## src/include/io_exchange_pkg.sv

```systemverilog
// shared constants and types of the programmed i/o exchange handshake
package io_exchange_pkg;
  // ==========================================================
  // clock and timing
  localparam int CLK_PERIOD_PS = 4000; // sys_clk period, 250 MHz
  localparam int ADDR_HOLD_NS = 50; // address kept before data cycle
  // least time: round up to whole cycles
  localparam int ADDR_HOLD_CYC =
    (ADDR_HOLD_NS * 1000 + CLK_PERIOD_PS - 1) / CLK_PERIOD_PS;
  localparam int TIMEOUT_US = 8; // bus cycle limit
  // longest time: round down to whole cycles
  localparam int TIMEOUT_CYC = (TIMEOUT_US * 1000000) / CLK_PERIOD_PS;
  localparam int TIMER_W = 12; // wide enough for TIMEOUT_CYC
  localparam int HOLD_W = 5; // wide enough for ADDR_HOLD_CYC

  // ==========================================================
  // widths and address fields
  localparam int DATA_W = 16; // a register width
  localparam int BUS_W = 24; // multiplexed bus data lines
  localparam int DEV_LSB = 3; // device number above register bits
  localparam int DEV_W = 8; // device number width
  localparam logic [7:0] DEV_TERMINAL1 = 8'hC0; // 300 octal
  localparam logic [7:0] DEV_RTC = 8'h08; // 10 octal
  localparam logic [3:0] TIMEOUT_IRQ_LEVEL = 4'hE; // level 14

  // ==========================================================
  // synchroniser line indices
  localparam int LINE_DRY = 0; // data_ready_reply
  localparam int LINE_INREQ = 1; // input_request
  localparam int SYNC_LINES = 2;

  // ==========================================================
  // types
  typedef enum logic [1:0] {
    CYC_MEMREF, CYC_IOX, CYC_IDENT
  } cycle_kind_t;

  // microaddress map entry: illegal use selects the error row
  function automatic logic [1:0] map_entry(input logic illegal,
                                           input logic ext);
    map_entry = {illegal, ext};
  endfunction

  // devices that live on the cpu module itself
  function automatic logic is_local_dev(input logic [15:0] addr);
    logic [DEV_W-1:0] dev;
    dev = addr[DEV_LSB +: DEV_W];
    is_local_dev = (dev == DEV_TERMINAL1) || (dev == DEV_RTC);
  endfunction
endpackage

```

## src/include/bus_sync_if.sv

```systemverilog
// carrier between the handshake core and its line synchroniser
`timescale 1ns/1ps
interface bus_sync_if;
  import io_exchange_pkg::*;
  logic [SYNC_LINES-1:0] raw_n; // asynchronous bus lines
  logic [SYNC_LINES-1:0] lvl_n; // synchronised levels
  logic [SYNC_LINES-1:0] fall; // one-cycle leading edge pulses
  modport syncer (input raw_n, output lvl_n, output fall);
  modport user (output raw_n, input lvl_n, input fall);
endinterface

```

## src/bus_line_sync.sv

```systemverilog
// two-flop synchronisers with leading edge detect for bus replies
`timescale 1ns/1ps
module bus_line_sync
  import io_exchange_pkg::*;
(
  // clock and reset
  input wire logic sys_clk,
  input wire logic nrst,
  // lines
  bus_sync_if.syncer sy
);
  // ==========================================================
  // state
  logic [SYNC_LINES-1:0] meta; // first stage, read by stage two only
  logic [SYNC_LINES-1:0] stable; // second stage
  logic [SYNC_LINES-1:0] prev; // for edge detect
  logic [SYNC_LINES-1:0] next_meta;
  logic [SYNC_LINES-1:0] next_stable;
  logic [SYNC_LINES-1:0] next_prev;

  // shift chain
  always_comb begin
    next_meta = sy.raw_n;
    next_stable = meta;
    next_prev = stable;
  end

  // idle lines are high; reset matches that to avoid a false edge
  always_ff @(posedge sys_clk or negedge nrst) begin
    if (!nrst) begin
      meta <= '1;
      stable <= '1;
      prev <= '1;
    end else begin
      meta <= next_meta;
      stable <= next_stable;
      prev <= next_prev;
    end
  end

  assign sy.lvl_n = stable;
  assign sy.fall = prev & ~stable;
endmodule // bus_line_sync

```

## src/io_exchange_bus_handshake.sv

```systemverilog
// cpu-side exchange entry check and backplane bus handshake
`timescale 1ns/1ps
module io_exchange_bus_handshake
  import io_exchange_pkg::*;
(
  // clock and reset
  input wire logic sys_clk,
  input wire logic nrst,
  // microprogram side
  input wire logic mp_start,
  input wire logic mp_ext,
  input wire cycle_kind_t mp_kind,
  input wire logic [15:0] mp_dev_addr,
  input wire logic [DATA_W-1:0] mp_a_value,
  output logic mp_wait,
  output logic [1:0] map_addr,
  output logic error_entry,
  output logic a_load,
  output logic [DATA_W-1:0] data_bus_latch,
  // memory management
  input wire logic mm_active,
  input wire logic privilege_enable,
  // on-module devices
  output logic local_req,
  output logic [15:0] local_addr,
  output logic [DATA_W-1:0] local_wdata,
  input wire logic local_ack,
  input wire logic [DATA_W-1:0] local_rdata,
  // bus control unit
  output logic bus_req,
  output cycle_kind_t bus_kind,
  input wire logic bus_alloc_ack,
  output logic timeout_irq,
  output logic [3:0] timeout_level,
  // backplane
  input wire logic [BUS_W-1:0] bus_data_in,
  output logic [BUS_W-1:0] bus_data_out,
  output logic bus_data_oe,
  output logic address_present_strobe_n,
  output logic io_exchange_enable_n,
  output logic input_grant_n,
  input wire logic data_ready_reply_n,
  input wire logic input_request_n
);
  // ==========================================================
  // states and registers
  typedef enum logic [3:0] {
    ST_IDLE, ST_LOCAL, ST_ALLOC, ST_ADDR, ST_DRIVE,
    ST_DATA, ST_TURN, ST_INPUT, ST_RELEASE
  } state_t;
  localparam logic [TIMER_W-1:0] TIMER_LAST =
    TIMER_W'(TIMEOUT_CYC - 1);
  localparam logic [HOLD_W-1:0] HOLD_LAST = HOLD_W'(ADDR_HOLD_CYC - 1);
  localparam int HOLD_SPAN = ADDR_HOLD_CYC + 1; // strobe to enable

  state_t st, next_st; // sequencer
  logic [DATA_W-1:0] write_data_addr_buffer, next_wda; // write data / address buffer
  logic [HOLD_W-1:0] hold, next_hold; // address hold count
  logic [TIMER_W-1:0] timer, next_timer; // bus cycle timer
  logic next_mp_wait, next_error_entry, next_a_load;
  logic [1:0] next_map_addr;
  logic [DATA_W-1:0] next_latch;
  logic next_local_req;
  logic [15:0] next_local_addr;
  logic [DATA_W-1:0] next_local_wdata;
  logic next_bus_req, next_timeout_irq;
  cycle_kind_t next_bus_kind;
  logic [BUS_W-1:0] next_bus_data_out;
  logic next_oe, next_apst_n, next_ioxe_n, next_grant_n;
  logic legal; // privilege decision
  logic timer_run; // bus is allocated to us
  logic abort; // cycle over its time limit
  logic dry_fall, inreq_fall, dry_idle;

  bus_sync_if sif ();

  // ==========================================================
  // reply synchronisers
  assign sif.raw_n[LINE_DRY] = data_ready_reply_n;
  assign sif.raw_n[LINE_INREQ] = input_request_n;
  bus_line_sync u_sync (
    .sys_clk (sys_clk),
    .nrst (nrst),
    .sy (sif.syncer)
  );
  assign dry_fall = sif.fall[LINE_DRY];
  assign inreq_fall = sif.fall[LINE_INREQ];
  assign dry_idle = sif.lvl_n[LINE_DRY];

  // ==========================================================
  // decisions
  // privilege_enable already carries the ring test from the mmu
  assign legal = !mm_active || privilege_enable;
  assign timer_run = (st != ST_IDLE) && (st != ST_LOCAL)
    && (st != ST_ALLOC);
  assign abort = timer_run && (timer == TIMER_LAST);

  // next values of the whole sequencer
  always_comb begin
    next_st = st;
    next_wda = write_data_addr_buffer;
    next_hold = hold;
    next_timer = timer_run ? timer + 1'b1 : '0;
    next_mp_wait = mp_wait;
    next_map_addr = map_addr;
    next_error_entry = 1'b0; // pulses
    next_a_load = 1'b0;
    next_latch = data_bus_latch;
    next_local_req = 1'b0;
    next_local_addr = local_addr;
    next_local_wdata = local_wdata;
    next_bus_req = bus_req;
    next_bus_kind = bus_kind;
    next_timeout_irq = 1'b0;
    next_bus_data_out = bus_data_out;
    next_oe = bus_data_oe;
    next_apst_n = address_present_strobe_n;
    next_ioxe_n = io_exchange_enable_n;
    next_grant_n = input_grant_n;
    if (abort) begin
      // stuck cycle: free the bus, report, unstall
      next_st = ST_IDLE;
      next_timeout_irq = 1'b1;
      next_mp_wait = 1'b0;
      next_bus_req = 1'b0;
      next_oe = 1'b0;
      next_apst_n = 1'b1;
      next_ioxe_n = 1'b1;
      next_grant_n = 1'b1;
    end else begin
      case (st)
        ST_IDLE: begin
          if (mp_start) begin
            next_map_addr = map_entry(!legal, mp_ext);
            if (!legal) begin
              // error routine entered, exchange never starts
              next_error_entry = 1'b1;
            end else if (is_local_dev(mp_dev_addr)) begin
              next_local_req = 1'b1;
              next_local_addr = mp_dev_addr;
              next_local_wdata = mp_a_value;
              next_mp_wait = 1'b1;
              next_st = ST_LOCAL;
            end else begin
              next_bus_req = 1'b1;
              next_bus_kind = mp_kind;
              next_wda = mp_dev_addr;
              next_mp_wait = 1'b1;
              next_st = ST_ALLOC;
            end
          end
        end
        ST_LOCAL: begin
          if (local_ack) begin
            next_latch = local_rdata;
            next_a_load = 1'b1;
            next_mp_wait = 1'b0;
            next_st = ST_IDLE;
          end
        end
        ST_ALLOC: begin
          // timer starts from zero at allocation
          if (bus_alloc_ack) begin
            next_bus_data_out = BUS_W'(write_data_addr_buffer);
            next_oe = 1'b1;
            next_apst_n = 1'b0;
            next_hold = '0;
            next_st = ST_ADDR;
          end
        end
        ST_ADDR: begin
          next_hold = hold + 1'b1;
          if (hold == HOLD_LAST) begin
            // address cycle over: a register goes out either way
            next_apst_n = 1'b1;
            next_wda = mp_a_value;
            next_bus_data_out = BUS_W'(mp_a_value);
            next_st = ST_DRIVE;
          end
        end
        ST_DRIVE: begin
          next_ioxe_n = 1'b0;
          next_st = ST_DATA;
        end
        ST_DATA: begin
          if (dry_fall) begin
            // output case: bus still holds a, so a is unchanged
            next_latch = bus_data_in[DATA_W-1:0];
            next_a_load = 1'b1;
            next_mp_wait = 1'b0;
            next_ioxe_n = 1'b1;
            next_st = ST_RELEASE;
          end else if (inreq_fall) begin
            next_oe = 1'b0;
            next_st = ST_TURN;
          end
        end
        ST_TURN: begin
          // one full cycle with the bus released before grant
          next_grant_n = 1'b0;
          next_st = ST_INPUT;
        end
        ST_INPUT: begin
          if (dry_fall) begin
            next_latch = bus_data_in[DATA_W-1:0];
            next_a_load = 1'b1;
            next_mp_wait = 1'b0;
            next_ioxe_n = 1'b1;
            next_grant_n = 1'b1;
            next_st = ST_RELEASE;
          end
        end
        ST_RELEASE: begin
          // bus stays ours until the interface drops its reply
          if (dry_idle) begin
            next_bus_req = 1'b0;
            next_oe = 1'b0;
            next_st = ST_IDLE;
          end
        end
        default: begin
          next_st = ST_IDLE;
        end
      endcase
    end
  end

  // registers only
  always_ff @(posedge sys_clk or negedge nrst) begin
    if (!nrst) begin
      st <= ST_IDLE;
      write_data_addr_buffer <= '0;
      hold <= '0;
      timer <= '0;
      mp_wait <= 1'b0;
      map_addr <= 2'h0;
      error_entry <= 1'b0;
      a_load <= 1'b0;
      data_bus_latch <= '0;
      local_req <= 1'b0;
      local_addr <= 16'h0000;
      local_wdata <= '0;
      bus_req <= 1'b0;
      bus_kind <= CYC_MEMREF;
      timeout_irq <= 1'b0;
      timeout_level <= 4'h0;
      bus_data_out <= '0;
      bus_data_oe <= 1'b0;
      address_present_strobe_n <= 1'b1;
      io_exchange_enable_n <= 1'b1;
      input_grant_n <= 1'b1;
    end else begin
      st <= next_st;
      write_data_addr_buffer <= next_wda;
      hold <= next_hold;
      timer <= next_timer;
      mp_wait <= next_mp_wait;
      map_addr <= next_map_addr;
      error_entry <= next_error_entry;
      a_load <= next_a_load;
      data_bus_latch <= next_latch;
      local_req <= next_local_req;
      local_addr <= next_local_addr;
      local_wdata <= next_local_wdata;
      bus_req <= next_bus_req;
      bus_kind <= next_bus_kind;
      timeout_irq <= next_timeout_irq;
      timeout_level <= TIMEOUT_IRQ_LEVEL;
      bus_data_out <= next_bus_data_out;
      bus_data_oe <= next_oe;
      address_present_strobe_n <= next_apst_n;
      io_exchange_enable_n <= next_ioxe_n;
      input_grant_n <= next_grant_n;
    end
  end
endmodule // io_exchange_bus_handshake

```

## config.mk

```make
export PLATFORM = sky130hd
export DESIGN_NAME = io_exchange_bus_handshake
export DESIGN_NICKNAME = d
export VERILOG_FILES = /design/src/include/io_exchange_pkg.sv /design/src/include/bus_sync_if.sv /design/src/bus_line_sync.sv /design/src/io_exchange_bus_handshake.sv
export SDC_FILE = /design/constraint.sdc
export NUM_CORES = 1
export LEC_CHECK = 0
export BUFFER_PORTS_ARGS = -buffer_cell sky130_fd_sc_hd__buf_4
export CELL_PAD_IN_SITES_DETAIL_PLACEMENT = 1
export CELL_PAD_IN_SITES_GLOBAL_PLACEMENT = 1
export CORE_ASPECT_RATIO = 2
export CORE_MARGIN = 1.5
export CORE_UTILIZATION = 36
export CTS_CLUSTER_DIAMETER = 150
export DETAILED_ROUTE_END_ITERATION = 8
export HOLD_SLACK_MARGIN = 0.06
export PLACE_DENSITY_LB_ADDON = 0.1
export SLEW_MARGIN = 0
export SYNTH_ARGS = -nofsm -noshare
export SYNTH_HDL_FRONTEND = slang
export SYNTH_HIERARCHICAL = 1
export SYNTH_SLANG_ARGS = --single-unit
```

## constraint.sdc

```tcl
create_clock -name sys_clk -period 1.9 [get_ports sys_clk]
set_input_delay 0.475 -clock sys_clk [delete_from_list [all_inputs] [get_ports sys_clk]]
set_output_delay 0.475 -clock sys_clk [all_outputs]
set_load 0.05 [all_outputs]
```

==> impl_metrics.py, run 1 <==
metrics = {
    "outcome": {
        "status": "finished with violations",
        "violations": "negative setup slack",
    },
    "floorplan": {
        "core_area_um2": 15600,
        "fp.dieH_um": 181,
        "dieWidth_um": 92.1,
        "fp-row-count": 65,
        "initial_core_util_pct": 36.6,
        "dieArea_um2": 16700,
        "io_pins": 174,
    },
    "layout": {
        "seqCellArea_um2": 3070,
        "fill_cells": 1685,
        "num_antenna_cells": 0,
        "multi_input_area_um2": 2750,
        "finalNetCount": 776,
        "drive_above_1_share_pct": 53.0,
        "finalInstanceArea_um2": 8590,
        "syn2layout_area_growth_pct": 50.2,
        "finish.utilization_pct": 55.0,
        "instances_no_fill": 903,
    },
    "global_routing": {
        "use_met1_pct": 22.5,
        "grt_max_degree": 58,
        "antenna_found_initial": 0,
        "grtUsageMet3_pct": 3.32,
        "grt_use_total_pct": 18.5,
        "busiest_layer": "met2",
        "met2_usage_pct": 32.4,
        "overflow": 0,
        "grt_pass1_wl_um": 24200,
        "grt_pass1_vias": 4635,
    },
    "clocking": {
        "htreeDepth": 4,
        "cts.sinks": 122,
        "cts_inserted_buffers": 17,
        "clock_latency_ps": 410,
        "cts_root_buffer": "clkbuf_16",
        "clock_path_buffers": 2,
        "cts.clk_slew.worst_paths_ps": 60,
        "cts_tree": "done",
    },
    "sta": {
        "hold_viol_final": 0,
        "slew_headroom_pct": 66.1,
        "fmax_ghz": 0.508,
        "worst_slack_ps": -67.2,
        "finClkSkew_ps": 10.5,
        "setup_viol": 48,
        "rsz0062_at_grt": "yes",
        "fin_hold_ws_ps": 165,
        "finalCritPeriodShare_pct": 104,
        "maxSlewViolCount": 0,
        "period_minus_slack_ps": 1970,
        "tns_ps": -1270,
        "worstMarginPinSlew_ps": 507,
    },
    "placed_design": {
        "dp.cells": 858,
        "hpwl_um": 10400,
        "portBuffers": 156,
        "gp_congestion": 0.740,
        "place_ws_ps": -476,
        "postPlaceCellArea_um2": 7540,
    },
    "pwr": {
        "finalPower_mw": 13.5,
        "p_per_area_nw_per_um2": 1570,
        "ir_drop_v": 0.000875,
        "pwr-share-comb_pct": 47.6,
        "p_seq_share_pct": 28.5,
        "p_int_mw": 8.06,
        "pwr-share-clk_pct": 23.9,
        "leakage_nw": 4.27,
        "swShare_pct": 40.4,
        "p_switching_mw": 5.46,
    },
    "routing": {
        "ant_nets": 0,
        "vias": 4387,
        "dr.first_iter.drc_count": 120,
        "dr.pass1.iters": 4,
        "vias_per_cell": 4.86,
        "wl_per_cell_um": 17.4,
        "wl_um": 15700,
        "route.detailed.drc": 0,
    },
    "synthesis": {
        "yosysWarnings": 6,
        "ys_ff_latch": 122,
        "syn_area_per_cell_um2": 12.0,
        "synthesis.area_um2": 5720,
        "ys_async_sr_fraction_pct": 100,
        "synthTopCellsByArea": "dfrtp_1, mux2_2, mux2i_1",
        "synth-main-ff-cell": "dfrtp_1",
        "synth.largest_area_cell": "dfrtp_1",
        "syn_inst": 477,
        "synth_top_area_share_pct": 49.5,
        "synth_edf_count": 0,
        "ys_types": 62,
        "ys_top_cells_by_count": "dfrtp_1, nand2_1, o21ai_0, mux2_2, mux2i_1",
        "seq_area_frac_synth_pct": 53.6,
        "synth_most_common_cell": "dfrtp_1",
    },
    "critical_path": {
        "cp-start-kind": "register",
        "required_ps": 2200,
        "cp-end-kind": "register",
        "cp.arrival_ps": 2260,
        "cp_max_fo": 8,
        "critical_path_class": "reg -> reg",
    },
    "job": {
        "max_cap_violations": 0,
    },
    "worst_hold_path": {
        "min_path_type": "in -> reg",
    },
}
cell usage in the layout, fill, tap and decap left out, drive strengths merged, types with 4 or more instances in the layout:
master    Yosys  final
inv           8     10
o211ai        4      4
clkinvlp      0      4
nor3b         4      4
a211oi        5      5
clkbuf        7     23
xnor2         7      7
nand2        45     45
dfrtp       113    113
o21ai        40     40
nand2b        6      6
nand3         7      7
mux2i        32     32
nor2         18     18
conb          2     10
dfstp         9      9
clkinv        0      5
buf          29    216
mux2         63     63
or3           5      5
or4           7      7
a21oi        13     13
a31oi         4      4
xor2          4      4
nand3b        4      4
nor2b         9      9
per-layer routing:
layer  up-vias  share of wire, %
met5         -                 0
met4         0               1.3
met1      2187                41
met3        13               3.7
met2       100                54
li1       2087                 -
what timing repair did:
item,4_1_cts,5_1_grt
gates resized for setup,24,51
pin swaps,2,12
cloned,1,5
endpoints found under the hold margin,16,0
buffers inserted,4,3
hold buffers,1,0
endpoints found under the setup margin,81,72
final timing paths:
| check | start | to | slack (ps) | cells after the start |
|---|---|---|---|---|
| min in group asynchronous | nrst | data_bus_latch[11] | 480 | 2 |
| setup / recovery | timer[4] | bus_data_out[5] | -70 | 6 |
| hold reg to reg | u_sync/meta[0] | u_sync/sy.lvl_n[0] | 360 | 0 |
| hold / removal | input_request_n | u_sync/meta[1] | 160 | 1 |
| max in group asynchronous | nrst | local_addr[9] | 810 | 3 |
| setup reg to reg | timer[4] | bus_data_out[5] | -70 | 6 |
sequential cells by signal, indices dropped and copies added (netlist names), 4 cells and up:
name,cells
bus_data_out,16
hold,5
timer,12
write_data_addr_buffer,16
data_bus_latch,16
local_addr,16
local_wdata,16
st,4
power by group through the flow:
| stage | sequential [mW] | clock (mW) | combinational (mW) |
|---|---|---|---|
| 2_1_floorplan | 5.30 | 0 | 2.40 |
| 3_3_place_gp | 3.80 | 0 | 5.73 |
| 3_5_place_dp | 3.82 | 0 | 5.83 |
| 4_1_cts | 3.81 | 3.28 | 6.00 |
| 5_1_grt | 3.96 | 3.40 | 6.89 |
| 6_report | 3.86 | 3.23 | 6.43 |
area by class of cell:
class,instances,area share [%]
Sequential cell,122,35.7
Multi-Input combinational cell,319,32.0
Timing Repair Buffer,221,22.1
Clock buffer,19,5.16
Tap cell,201,2.93
Clock inverter,13,1.68
Inverter,8,0.379
worst max-delay path, stage by stage (launching register included):
cell and delay, ps:
dfrtp_1 380, or3_4 410, or4_4 450, o211ai_4 200
buf_12 150, clkbuf_16 170, o21ai_1 80
cells by family after synthesis:
kind of cell	after synthesis	share of synthesized area (%)
and+or+nand+nor	125	12.0
DFF	122	53.6
xor gates and xnor gates	11	1.69
buffers and inverters	44	4.75
other	2	0.131
AOI/OAI and AO/OA	75	8.52
muxes	95	18.7
adders and majority gates	3	0.657
Power figures use the tool's default switching activity.
==> inputs of run 2 (changes only) <==
- CORE_ASPECT_RATIO: 2 -> unset
- SYNTH_HIERARCHICAL: 1 -> unset
==> impl_metrics.py, run 2 <==
metrics = {
    "sta": {
        "rsz0062_at_grt": "yes",
        "fin_hold_ws_ps": 166,
        "period_minus_slack_ps": 2240,
        "maxSlewViolCount": 0,
        "fmax_ghz": 0.447,
        "hold_viol_final": 0,
        "finalCritPeriodShare_pct": 118,
        "setup_viol": 68,
        "tns_ps": -14410,
        "finClkSkew_ps": 9.55,
        "worst_slack_ps": -336,
    },
    "routing": {
        "wl_um": 16300,
        "vias": 4505,
        "ant_nets": 0,
        "route.detailed.drc": 0,
        "dr.first_iter.drc_count": 191,
        "vias_per_cell": 4.83,
        "dr.pass1.iters": 4,
        "wl_per_cell_um": 17.5,
    },
    "critical_path": {
        "crit_end": "write_data_addr_buffer[13]",
        "required_ps": 2200,
        "r2r_cells": 6,
        "path_cells": "or3_4 > or4_4 > or2_4 > o211ai_4 > clkbuf_16 > mux2_4",
        "r2r-end": "write_data_addr_buffer[13]",
        "cp.arrival_ps": 2530,
        "slowest_stage": "or4_4",
        "cp-start-kind": "register",
        "slowest_delay_ps": 440,
        "cp_max_fo": 8,
        "reg2reg_setup_slack_ps": -340,
        "critical_path_class": "reg -> reg",
        "r2r-start": "timer[4]",
        "cp-end-kind": "register",
        "worstSetupStartpoint": "timer[4]",
    },
    "pwr": {
        "p_seq_share_pct": 28.8,
        "finalPower_mw": 13.3,
        "leakage_nw": 4.32,
        "pwr-share-clk_pct": 24.5,
        "pwr-share-comb_pct": 46.6,
        "p_int_mw": 8.09,
        "ir_drop_v": 0.000928,
        "p_per_area_nw_per_um2": 1560,
        "p_switching_mw": 5.24,
        "swShare_pct": 39.3,
    },
    "synthesis": {
        "ys_top_cells_by_count": "dfrtp_1, mux2_2, nand2_1, o21ai_0, mux2i_1",
        "synth_edf_count": 0,
        "ys_async_sr_fraction_pct": 100,
        "seq_area_frac_synth_pct": 54.4,
        "synth_top_area_share_pct": 50.2,
        "ys_ff_latch": 122,
        "synthesis.area_um2": 5630,
        "ys_types": 54,
        "syn_inst": 484,
        "syn_area_per_cell_um2": 11.6,
        "synth_most_common_cell": "dfrtp_1",
        "synth-main-ff-cell": "dfrtp_1",
        "yosysWarnings": 0,
        "synth.largest_area_cell": "dfrtp_1",
        "synthTopCellsByArea": "dfrtp_1, mux2_2, mux2i_1",
    },
    "layout": {
        "num_antenna_cells": 0,
        "final_common_cell": "buf_4",
        "fill_cells": 1622,
        "finalNetCount": 796,
        "syn2layout_area_growth_pct": 51.6,
        "drive_above_1_share_pct": 50.3,
        "seqCellArea_um2": 3070,
        "multi_input_area_um2": 2560,
        "mostFrequentLayoutCells": "buf_4, dfrtp_1, nand2_1",
        "finalInstanceArea_um2": 8530,
    },
    "outcome": {
        "status": "finished with violations",
        "violations": "negative setup slack",
    },
    "floorplan": {
        "dieWidth_um": 128,
        "initial_core_util_pct": 36.9,
        "fp-row-count": 45,
        "dieArea_um2": 16400,
        "io_pins": 174,
        "fp.dieH_um": 128,
        "core_area_um2": 15300,
    },
    "placed_design": {
        "gp_congestion": 0.811,
        "portBuffers": 156,
        "hpwl_um": 11000,
        "postPlaceCellArea_um2": 7570,
        "place_ws_ps": -594,
    },
    "global_routing": {
        "grt_max_degree": 57,
        "grt_use_total_pct": 20.8,
        "grt_pass1_wl_um": 26300,
        "antenna_found_initial": 0,
        "overflow": 0,
        "grt_pass1_vias": 5058,
    },
    "clocking": {
        "htreeDepth": 4,
        "cts.clk_slew.worst_paths_ps": 60,
        "clock_path_buffers": 2,
        "cts_tree": "done",
        "cts_root_buffer": "clkbuf_16",
        "clock_latency_ps": 410,
        "cts.sinks": 122,
        "cts_inserted_buffers": 17,
    },
    "job": {
        "max_cap_violations": 0,
    },
    "worst_hold_path": {
        "min_path_type": "in -> reg",
    },
}
## run 2: kinds of logic (layout without fill, tap and decap cells)
kind of cell	count (synthesis)	after routing	share of synthesized area [%]
buffers and inverters	46	276	4.42
AOI/OAI and AO/OA	75	75	7.82
adders and majority gates	3	3	0.667
other	2	10	0.133
and+or+nand+nor	129	129	11.7
muxes	97	97	19.3
xor gates and xnor gates	10	10	1.56
DFF	122	122	54.4
## run 2: final cells by class
cell class | count | share of cell area (%)
clock inverter | 11 | 1.72
multi-input combinational | 324 | 30.1
inverter | 8 | 0.352
tap | 211 | 3.09
sequential | 122 | 35.9
timing repair buffer | 236 | 23.6
clock buffer | 21 | 5.28
## run 2: routing by layer
layer	wire length, um	global-route usage, %	vias to the layer above
met5	0	0	-
met3	1080	7.01	16
met1	6840	24.3	2235
met4	196	6.21	0
li1	-	-	2120
met2	8210	36.1	134
## run 2: stage by stage
| stage | instances | utilization (%) |
|---|---|---|
| 2_1_floorplan | 492 | - |
| 3_3_place_gp | 881 | 49.6 |
| 3_5_place_dp | 881 | 49.6 |
| 4_1_cts | 929 | 55.5 |
| 5_1_grt | 933 | 55.9 |
| 6_report | 933 | 55.9 |
## run 2: worst min-delay path by stage
stage / from / to / slack, ps / cells after the start
after global routing: input_request_n / u_sync.meta[1] / 150 / 1
after detailed placement: u_sync.meta[1] / u_sync.sy.lvl_n[1] / 350 / 0
after floorplan: nrst / a_load / 180 / 0
after CTS: data_ready_reply_n / u_sync.meta[0] / 140 / 1
final: data_ready_reply_n / u_sync.meta[0] / 170 / 1
after global placement: u_sync.meta[0] / u_sync.sy.lvl_n[0] / 350 / 0
## run 2: repair_timing
item                                    CTS  global route
cloned                                    5             1
hold endpoints to repair                 14             0
setup buffers                            10             3
pin swaps                                 3             2
gates resized for setup                  25            13
hold buffers                              1             0
endpoints found under the setup margin   92            90
## run 2: critical path: cells and delay by family, from the launching register on
family                 cells  cell delay (ps)
AOI/OAI and AO/OA          1              120
buffers and inverters      1              220
DFF                        1              380
muxes                      1              300
and+or+nand+nor            3             1100
## run 2: power groups by stage
stage	Clock, mW	Combinational, mW	Sequential (mW)
after floorplan	0	2.35	5.23
after global placement	0	5.64	3.82
after detailed placement	0	5.81	3.85
after CTS	3.35	6.12	3.84
after global routing	3.46	6.64	3.95
final	3.27	6.22	3.84
